<file path="src/logic/sccf_pkg.sv">
// Purpose: shared constants and types of the smart card character format block
// Assumes: classic wishbone slave, 32-bit data, byte addresses
// Notes: etu length is a plain default, the baud generator lies outside this block
package sccf_pkg;
  localparam logic [7:0] ADDR_CHAR_DATA = 8'h00;
  localparam logic [7:0] ADDR_CHAR_FORMAT_CONTROL = 8'h04;
  localparam logic [7:0] ADDR_SESSION_CTRL = 8'h08;
  localparam logic [7:0] ADDR_RETRY_LIMIT = 8'h14;
  localparam logic [7:0] ADDR_LINE_STATUS = 8'h30;
  localparam int FMT_SENSE_BIT = 0;
  localparam int FMT_ORDER_BIT = 1;
  localparam int FMT_TX_PARITY_BIT = 2;
  localparam int FMT_TX_HS_BIT = 3;
  localparam int FMT_RX_PARITY_BIT = 4;
  localparam int FMT_RX_HS_BIT = 5;
  localparam int SESSION_DIR_BIT = 2;
  localparam int RX_PERR_BIT = 8;
  localparam logic [5:0] FORMAT_RESET = 6'h00;
  localparam logic [5:0] SESSION_RESET = 6'h00;
  localparam logic [5:0] RETRY_RESET = 6'h00;
  localparam int CLK_HZ = 50_000_000;
  // one etu in clock cycles, arbitrary default
  localparam logic [15:0] ETU_CYCLES = 16'h0174;
  // error signal starts 10.5 etu after start edge and lasts 2 etu
  localparam int ERR_START_HALF_ETUS = 21;
  localparam int ERR_LEN_ETUS = 2;
  localparam int CHAR_BITS = 10;

  typedef struct packed {
    logic rx_error_handshake_en;
    logic rx_parity_odd;
    logic tx_error_handshake_en;
    logic tx_parity_odd;
    logic order_msb_first;
    logic sense_inverse;
  } sccf_format_s;

  typedef struct packed {
    logic [2:0] rx_retry_limit;
    logic [2:0] tx_retry_limit;
  } sccf_retry_s;

  typedef struct packed {
    logic perr;
    logic [7:0] data;
  } sccf_char_s;

  function automatic logic parity_of(input logic [7:0] d, input logic odd);
    parity_of = (^d) ^ odd;
  endfunction
endpackage

</file>
<file path="src/logic/sccf_bit_map.sv">
// Purpose: applies level sense and bit order to a character
// Assumes: purely combinational, used on both directions
// Notes: order and sense are independent
`timescale 1ns/1ps
module sccf_bit_map (
  input wire logic [7:0] din,
  input wire logic sense_inverse,
  input wire logic order_msb_first,
  output logic [7:0] dout
);
  logic [7:0] rev;
  for (genvar i = 0; i < 8; i++) begin : g_rev
    assign rev[i] = din[7 - i];
  end
  // the map is its own inverse, so tx and rx share it
  assign dout = (order_msb_first ? rev : din) ^ {8{sense_inverse}};
endmodule

</file>
<file path="src/logic/sccf_etu_timer.sv">
// Purpose: half-etu tick generator for the card line
// Assumes: restart aligns ticks to the start-bit edge
// Notes: tick pulses once per half etu
`timescale 1ns/1ps
module sccf_etu_timer (
  input wire logic ref_clk,
  input wire logic rst_n,
  input wire logic restart,
  output logic half_tick
);
  import sccf_pkg::*;
  logic [15:0] cnt;
  localparam logic [15:0] HALF = {1'b0, ETU_CYCLES[15:1]};

  always_ff @(posedge ref_clk or negedge rst_n) begin
    if (!rst_n) begin
      cnt <= 16'h0000;
      half_tick <= 1'b0;
    end else if (restart) begin
      cnt <= 16'h0000;
      half_tick <= 1'b0;
    end else if (cnt == HALF - 16'h0001) begin
      cnt <= 16'h0000;
      half_tick <= 1'b1;
    end else begin
      cnt <= cnt + 16'h0001;
      half_tick <= 1'b0;
    end
  end
endmodule

</file>
<file path="src/logic/sccf_top.sv">
// Purpose: character data register and character format control of a card interface
// Assumes: classic wishbone slave; one etu length; card line is open drain
// Notes: line bits go out in wire order, start bit first, then 8 data, then parity
// Contract
// - data register low byte holds the character
// - bit 8 flags receive parity error
// - data writes ignored in receive direction
// - control bit 0 inverts line sense
// - control bit 1 selects msb first
// - sense and order set independently
// - bits 2 and 4 pick parity, odd at 1
// - receive handshake pulls line low on error
// - transmit handshake checks line after character
// - receiver signals error, sender repeats character
// - attempts bounded by retry limit register; receive clears tries in idle, so a nonzero receive limit is never reached
// - error low 2 etu from 10.5 etu
// - receive retry limit zero stores without retry
// - direction bit: 0 receive, 1 transmit
//
// Design decision made here: the Wishbone interface to the registers.
`timescale 1ns/1ps
module sccf_top (
  input wire logic ref_clk,
  input wire logic arst_n,
  input wire logic wb_cyc_i,
  input wire logic wb_stb_i,
  input wire logic wb_we_i,
  input wire logic [7:0] wb_adr_i,
  input wire logic [3:0] wb_sel_i,
  input wire logic [31:0] wb_dat_i,
  output logic [31:0] wb_dat_o,
  output logic wb_ack_o,
  input wire logic io_line_in,
  output logic io_line_drive_n,
  output logic io_line_oe
);
  import sccf_pkg::*;

  logic rst_s1, rst_n;
  always_ff @(posedge ref_clk or negedge arst_n) begin
    if (!arst_n) begin
      rst_s1 <= 1'b0;
      rst_n <= 1'b0;
    end else begin
      rst_s1 <= 1'b1;
      rst_n <= rst_s1;
    end
  end

  sccf_format_s char_format_ctrl;
  sccf_retry_s retry_limit_reg;
  logic [5:0] session_ctrl_reg;
  sccf_char_s char_data_reg;
  logic tx_pending;
  logic [7:0] tx_char;
  logic tx_error;
  logic line_q;

  typedef enum {ST_IDLE, ST_TX_BITS, ST_TX_GUARD, ST_RX_BITS, ST_RX_ERR, ST_RX_GUARD} sccf_state_e;
  sccf_state_e state;
  logic [4:0] half_cnt;
  logic [3:0] bit_idx;
  logic [9:0] shreg;
  logic [2:0] tries;
  logic restart, half_tick;
  logic [7:0] tx_mapped, rx_mapped;
  logic dir_tx;

  assign dir_tx = session_ctrl_reg[SESSION_DIR_BIT];

  // wishbone
  logic req, wr_en;
  assign req = wb_cyc_i & wb_stb_i & ~wb_ack_o;
  assign wr_en = req & wb_we_i & wb_sel_i[0];

  always_ff @(posedge ref_clk or negedge rst_n) begin
    if (!rst_n) begin
      wb_ack_o <= 1'b0;
    end else begin
      wb_ack_o <= req;
    end
  end

  always_ff @(posedge ref_clk or negedge rst_n) begin
    if (!rst_n) begin
      wb_dat_o <= 32'h0000_0000;
    end else if (req & ~wb_we_i) begin
      case (wb_adr_i)
        ADDR_CHAR_DATA: wb_dat_o <= {23'h00_0000, char_data_reg};
        ADDR_CHAR_FORMAT_CONTROL: wb_dat_o <= {26'h000_0000, char_format_ctrl};
        ADDR_SESSION_CTRL: wb_dat_o <= {26'h000_0000, session_ctrl_reg};
        ADDR_RETRY_LIMIT: wb_dat_o <= {26'h000_0000, retry_limit_reg};
        ADDR_LINE_STATUS: wb_dat_o <= {29'h0000_0000, tx_error, tx_pending, line_q};
        default: wb_dat_o <= 32'h0000_0000;
      endcase
    end
  end

  always_ff @(posedge ref_clk or negedge rst_n) begin
    if (!rst_n) begin
      char_format_ctrl <= FORMAT_RESET;
      session_ctrl_reg <= SESSION_RESET;
      retry_limit_reg <= RETRY_RESET;
    end else if (wr_en) begin
      case (wb_adr_i)
        ADDR_CHAR_FORMAT_CONTROL: char_format_ctrl <= wb_dat_i[5:0];
        ADDR_SESSION_CTRL: session_ctrl_reg <= wb_dat_i[5:0];
        ADDR_RETRY_LIMIT: retry_limit_reg <= wb_dat_i[5:0];
        default: ;
      endcase
    end
  end

  // transmit holding register
  logic tx_done;
  always_ff @(posedge ref_clk or negedge rst_n) begin
    if (!rst_n) begin
      tx_pending <= 1'b0;
      tx_char <= 8'h00;
    end else if (wr_en && wb_adr_i == ADDR_CHAR_DATA && dir_tx && !tx_pending) begin
      tx_pending <= 1'b1;
      tx_char <= wb_dat_i[7:0];
    end else if (tx_done) begin
      tx_pending <= 1'b0;
    end
  end

  // line register; no other logic reads the raw input
  // line_prev lets a receive start only on a falling edge, so the tail of our own
  // error pull does not look like a new start bit
  logic line_prev;
  always_ff @(posedge ref_clk or negedge rst_n) begin
    if (!rst_n) begin
      line_q <= 1'b1;
      line_prev <= 1'b1;
    end else begin
      line_q <= io_line_in;
      line_prev <= line_q;
    end
  end

  sccf_etu_timer u_timer (
    .ref_clk(ref_clk),
    .rst_n(rst_n),
    .restart(restart),
    .half_tick(half_tick)
  );

  // one mapping serves both directions
  sccf_bit_map u_tx_map (
    .din(tx_char),
    .sense_inverse(char_format_ctrl.sense_inverse),
    .order_msb_first(char_format_ctrl.order_msb_first),
    .dout(tx_mapped)
  );
  sccf_bit_map u_rx_map (
    .din(shreg[8:1]),
    .sense_inverse(char_format_ctrl.sense_inverse),
    .order_msb_first(char_format_ctrl.order_msb_first),
    .dout(rx_mapped)
  );

  logic tx_par_line, rx_par_bad, rx_hs_active;
  // parity travels with the line sense applied
  assign tx_par_line = parity_of(tx_char, char_format_ctrl.tx_parity_odd)
                       ^ char_format_ctrl.sense_inverse;
  assign rx_par_bad = parity_of(rx_mapped, char_format_ctrl.rx_parity_odd)
                      != (shreg[9] ^ char_format_ctrl.sense_inverse);
  // zero receive retry limit behaves as handshake off
  assign rx_hs_active = char_format_ctrl.rx_error_handshake_en
                        && retry_limit_reg.rx_retry_limit != 3'b000;

  logic [9:0] tx_frame;
  assign tx_frame = {tx_par_line, tx_mapped, 1'b0};
  assign restart = (state == ST_IDLE) &&
                   ((dir_tx && tx_pending) || (!dir_tx && line_prev && !line_q));

  logic store_rx, drive_low;
  always_ff @(posedge ref_clk or negedge rst_n) begin
    if (!rst_n) begin
      state <= ST_IDLE;
      half_cnt <= 5'd0;
      bit_idx <= 4'd0;
      shreg <= 10'h000;
      tries <= 3'd0;
      tx_done <= 1'b0;
      store_rx <= 1'b0;
      drive_low <= 1'b0;
      tx_error <= 1'b0;
    end else begin
      tx_done <= 1'b0;
      store_rx <= 1'b0;
      case (state)
        ST_IDLE: begin
          half_cnt <= 5'd0;
          bit_idx <= 4'd0;
          if (restart && dir_tx) begin
            shreg <= tx_frame;
            drive_low <= 1'b1;
            state <= ST_TX_BITS;
          end else if (restart) begin
            state <= ST_RX_BITS;
          end
          if (!tx_pending && !dir_tx) begin
            tries <= 3'd0;
          end
        end
        ST_TX_BITS: if (half_tick) begin
          half_cnt <= half_cnt + 5'd1;
          if (half_cnt[0]) begin
            if (bit_idx == 4'(CHAR_BITS - 1)) begin
              drive_low <= 1'b0;
              state <= ST_TX_GUARD;
            end else begin
              bit_idx <= bit_idx + 4'd1;
              drive_low <= ~shreg[bit_idx + 4'd1];
            end
          end
        end
        ST_TX_GUARD: if (half_tick) begin
          half_cnt <= half_cnt + 5'd1;
          // sample the receiver's error signal mid guard
          if (half_cnt == 5'(ERR_START_HALF_ETUS + 1)) begin
            if (char_format_ctrl.tx_error_handshake_en && !line_q) begin
              if (tries >= retry_limit_reg.tx_retry_limit) begin
                tx_error <= 1'b1;
                tx_done <= 1'b1;
                tries <= 3'd0;
              end else begin
                tries <= tries + 3'd1;
              end
            end else begin
              tx_done <= 1'b1;
              tries <= 3'd0;
            end
          end
          if (half_cnt == 5'(ERR_START_HALF_ETUS + 2 * ERR_LEN_ETUS + 2)) begin
            state <= ST_IDLE;
          end
        end
        ST_RX_BITS: if (half_tick) begin
          half_cnt <= half_cnt + 5'd1;
          if (half_cnt[0] == 1'b0 && half_cnt != 5'd0) begin
            shreg <= {line_q, shreg[9:1]};
          end
          if (half_cnt == 5'(ERR_START_HALF_ETUS - 2)) begin
            state <= ST_RX_ERR;
          end
        end
        ST_RX_ERR: if (half_tick) begin
          half_cnt <= half_cnt + 5'd1;
          if (half_cnt == 5'(ERR_START_HALF_ETUS - 1)) begin
            if (rx_par_bad && rx_hs_active && tries < retry_limit_reg.rx_retry_limit) begin
              drive_low <= 1'b1;
              tries <= tries + 3'd1;
            end else begin
              store_rx <= 1'b1;
              tries <= 3'd0;
            end
            state <= ST_RX_GUARD;
          end
        end
        ST_RX_GUARD: if (half_tick) begin
          half_cnt <= half_cnt + 5'd1;
          if (half_cnt == 5'(ERR_START_HALF_ETUS - 1 + 2 * ERR_LEN_ETUS)) begin
            drive_low <= 1'b0;
            state <= ST_IDLE;
          end
        end
        default: state <= ST_IDLE;
      endcase
    end
  end

  always_ff @(posedge ref_clk or negedge rst_n) begin
    if (!rst_n) begin
      char_data_reg <= '0;
    end else if (store_rx) begin
      char_data_reg <= {rx_par_bad, rx_mapped};
    end
  end

  always_ff @(posedge ref_clk or negedge rst_n) begin
    if (!rst_n) begin
      io_line_drive_n <= 1'b1;
      io_line_oe <= 1'b0;
    end else begin
      io_line_drive_n <= ~drive_low;
      io_line_oe <= drive_low;
    end
  end
endmodule
</file>
<file path="config.mk">
export PLATFORM = sky130hd
export DESIGN_NAME = sccf_top
export DESIGN_NICKNAME = d
export VERILOG_FILES = /design/src/logic/sccf_pkg.sv /design/src/logic/sccf_bit_map.sv /design/src/logic/sccf_etu_timer.sv /design/src/logic/sccf_top.sv
export SDC_FILE = /design/constraint.sdc
export NUM_CORES = 1
export LEC_CHECK = 0
export ABC_CLOCK_PERIOD_IN_PS = 4200
export BUFFER_PORTS_ARGS = -buffer_cell sky130_fd_sc_hd__buf_4
export CAP_MARGIN = 20
export CORE_ASPECT_RATIO = 0.6
export CORE_MARGIN = 2
export CORE_UTILIZATION = 32
export CTS_BUF_LIST = sky130_fd_sc_hd__clkbuf_8
export CTS_CLUSTER_SIZE = 30
export DETAILED_ROUTE_END_ITERATION = 10
export PLACE_DENSITY = 0.51
export SLEW_MARGIN = 10
export SYNTH_ARGS = -nofsm -noshare
export SYNTH_HDL_FRONTEND = slang
export SYNTH_SLANG_ARGS = --single-unit
</file>
<file path="constraint.sdc">
create_clock -name ref_clk -period 4.2 [get_ports ref_clk]
set_input_delay 0 -clock ref_clk [delete_from_list [all_inputs] [get_ports ref_clk]]
set_output_delay 0 -clock ref_clk [all_outputs]
set_load 0.1 [all_outputs]
</file>
==> impl_metrics.json <==
{
  "outcome": "finished, final reports clean",
  "num_rows": 37,
  "hold_path_end": "wb_dat_o[2]",
  "place_area_um2": 5890,
  "endpoint_kind": "register",
  "via_per_inst": 4.87,
  "first_pass_iters": 4,
  "fmax_mhz": 401,
  "syn_area_um2": 5500,
  "slew_viol_final": 0,
  "synth_mux_area_frac": 0.117,
  "clk_latency_ps": 380,
  "fin_setup_tns_ps": 0,
  "tightest_slew_ps": 860,
  "ir_drop_mv": 0.165,
  "cp.arrival_ps": 2750,
  "h-tree-depth": 3,
  "crit_type": "register to register",
  "startpoint_type": "register",
  "fp.dieW_um": 173,
  "port_buffers": 34,
  "grt_pass1_wl_um": 20400,
  "met3_wirelength_um": 584,
  "cts_buffer_depth": 2,
  "critPathRequiredTime_ps": 4450,
  "drive_gt1_frac": 0.176,
  "synth-async-reset-ratio": 1.00,
  "synth-compound-area-share": 0.109,
  "power_w": 0.00249,
  "wl_met1_um": 6810,
  "root_buffer": "clkbuf_8",
  "grt_use_total": 0.143,
  "final_nets": 642,
  "clock_skew_ps": 20.2,
  "wire_per_inst_um": 15.2,
  "min_from": "wb_adr_i[3]",
  "largest-register": "u_timer.cnt",
  "clkTransAtPathRegs_ps": 110,
  "r2r_slack_ps": 1700,
  "drv_cap": 0,
  "synthSimpleGateAreaFrac": 0.145,
  "ioPinCount": 85,
  "cts_sinks": 98,
  "rsz0062_at_grt": "false",
  "cts_tree": "done",
  "totalWireLength_um": 12500,
  "die_h_um": 106,
  "synth_xor_area_frac": 0.0849,
  "setup_viol": 0,
  "report.final.hold_viol_count": 0,
  "ys_seq_area_frac": 0.447,
  "start_util": 0.323,
  "regArea_um2": 2460,
  "drc": 0,
  "fin_area_um2": 6250,
  "largest_reg_flops": 16,
  "gp_congestion": 0.827,
  "yosys_warnings": 0,
  "synth_top_family_by_area": "simple AND/OR/NAND/NOR gates",
  "top_regs": "u_timer.cnt x16, shreg x10",
  "multi_input_area_um2": 2760,
  "area_delta_synth_final_pct": 13.7,
  "antenna_found_initial": 1,
  "synth_edf_count": 0,
  "power.leakage_nw": 2.82,
  "synth_ff_type": "dfrtp_1",
  "syn_inst": 538,
  "synth_adder_area_share": 0.0296,
  "cp_max_fo": 9,
  "die_area_um2": 18300,
  "topRoutingLayerUsed": "met4",
  "diodes": 0,
  "core_area_um2": 17000,
  "r2r_end": "drive_low",
  "grt_max_degree": 65,
  "ctsResizeCount": 0,
  "avgSynthCellArea_um2": 10.2,
  "r2r_start": "char_format_ctrl[1]",
  "period_share": 0.594,
  "dpl.hpwl_um": 9340,
  "initialDrtViolationCount": 217,
  "hold_depth": 4,
  "powerDensity_nw_per_um2": 398,
  "grt_pass1_vias": 3783,
  "utilization": 0.368,
  "ys_seq_elements": 98,
  "via_count": 3987,
  "cts_buffers": 9,
  "fin_crit_ps": 2500,
  "ff2ff_path_depth": 6,
  "fillers": 1717,
  "ant_nets": 0,
  "gr-total-overflow": 0,
  "layout.cells.most_common": "dfrtp_1",
  "relSlewSlack": 0.426,
  "hp-class": "input port to register",
  "wl_met2_um": 5000,
  "synth.distinct_cells": 60,
  "final_cell_mix": "dfrtp_1, nor2_1, buf_4"
}
[per-layer routing]
layer / up-vias / GRT usage
met5: - / 0
met4: 0 / 0.0327
li1: 1917 / -
met2: 69 / 0.189
met1: 1996 / 0.223
met3: 5 / 0.0429
[worst max-delay path by stage]
| stage | start | end | slack, ps |
|---|---|---|---|
| 5_1_grt | state[0] | shreg[4] | 1570 |
| 3_3_place_gp | char_format_ctrl[1] | drive_low | 1800 |
| 6_report | char_format_ctrl[1] | drive_low | 1700 |
| 4_1_cts | char_format_ctrl[1] | drive_low | 1710 |
| 3_5_place_dp | char_format_ctrl[1] | drive_low | 1730 |
| 2_1_floorplan | rst_n | bit_idx[0] | 1270 |
[cell type report]
cell class                 count  share of cell area
sequential                    98               0.394
clock buffer                  10              0.0220
inverter                      21              0.0126
clock inverter                 6              0.0114
tap                          234              0.0469
multi-input combinational    394               0.442
timing repair buffer          55              0.0713
[critical path, cell delays in order, from the launching register on]
cell	delay [ps]
dfrtp_1	650
mux2i_2	320
xnor3_1	460
xnor3_2	320
a2111oi_4	370
nor4b_2	100
a2bb2oi_2	150
[cell usage after synthesis, drive strengths merged, types with 4 or more instances]
library cell,instances,area share
a21oi,31,0.028
a22o,6,0.0096
a22oi,12,0.016
a31oi,4,0.0046
and3,8,0.0091
buf,34,0.042
clkbuf,13,0.0089
dfrtp,95,0.43
ha,13,0.030
inv,21,0.014
mux2,37,0.076
mux2i,18,0.033
nand2,37,0.025
nand2b,4,0.0046
nand3,9,0.0082
nand4,9,0.013
nor2,61,0.042
nor3,6,0.0064
o21ai,16,0.015
or3,6,0.0068
xnor2,28,0.045
xor2,20,0.032
[kinds of logic (layout without fill, tap and decap cells)]
| group | after synthesis | in the layout |
|---|---|---|
| compound gates | 90 | 90 |
| fa+ha+maj | 13 | 13 |
| buf+inv | 68 | 92 |
| flops | 98 | 98 |
| simple gates | 160 | 160 |
| mux | 57 | 57 |
| xor+xnor | 50 | 50 |
| other cells | 2 | 24 |
[power by group]
| group | internal (W) | leakage, nW | total [W] | switching [W] |
|---|---|---|---|---|
| Sequential | 0.00102 | 1.32 | 0.00117 | 0.000149 |
| Clock | 0.000298 | 0.0999 | 0.000647 | 0.000349 |
| Combinational | 0.000227 | 1.40 | 0.000671 | 0.000444 |
| Total | 0.00155 | 2.82 | 0.00249 | 0.000941 |
[stage by stage]
stage	hold slack [ps]	cells	setup WS (ps)
after floorplan	-296	560	1270
after global placement	-217	787	1800
after detailed placement	-215	787	1730
after CTS	39.1	816	1710
after global routing	79.3	818	1570
final	56.5	818	1700
[repair_timing]
action | CTS | global route
buffers inserted | 0 | 0
hold buffers | 13 | 1
endpoints found under the hold margin | 30 | 3
Note: power is estimated with default switching activity, not from simulation.
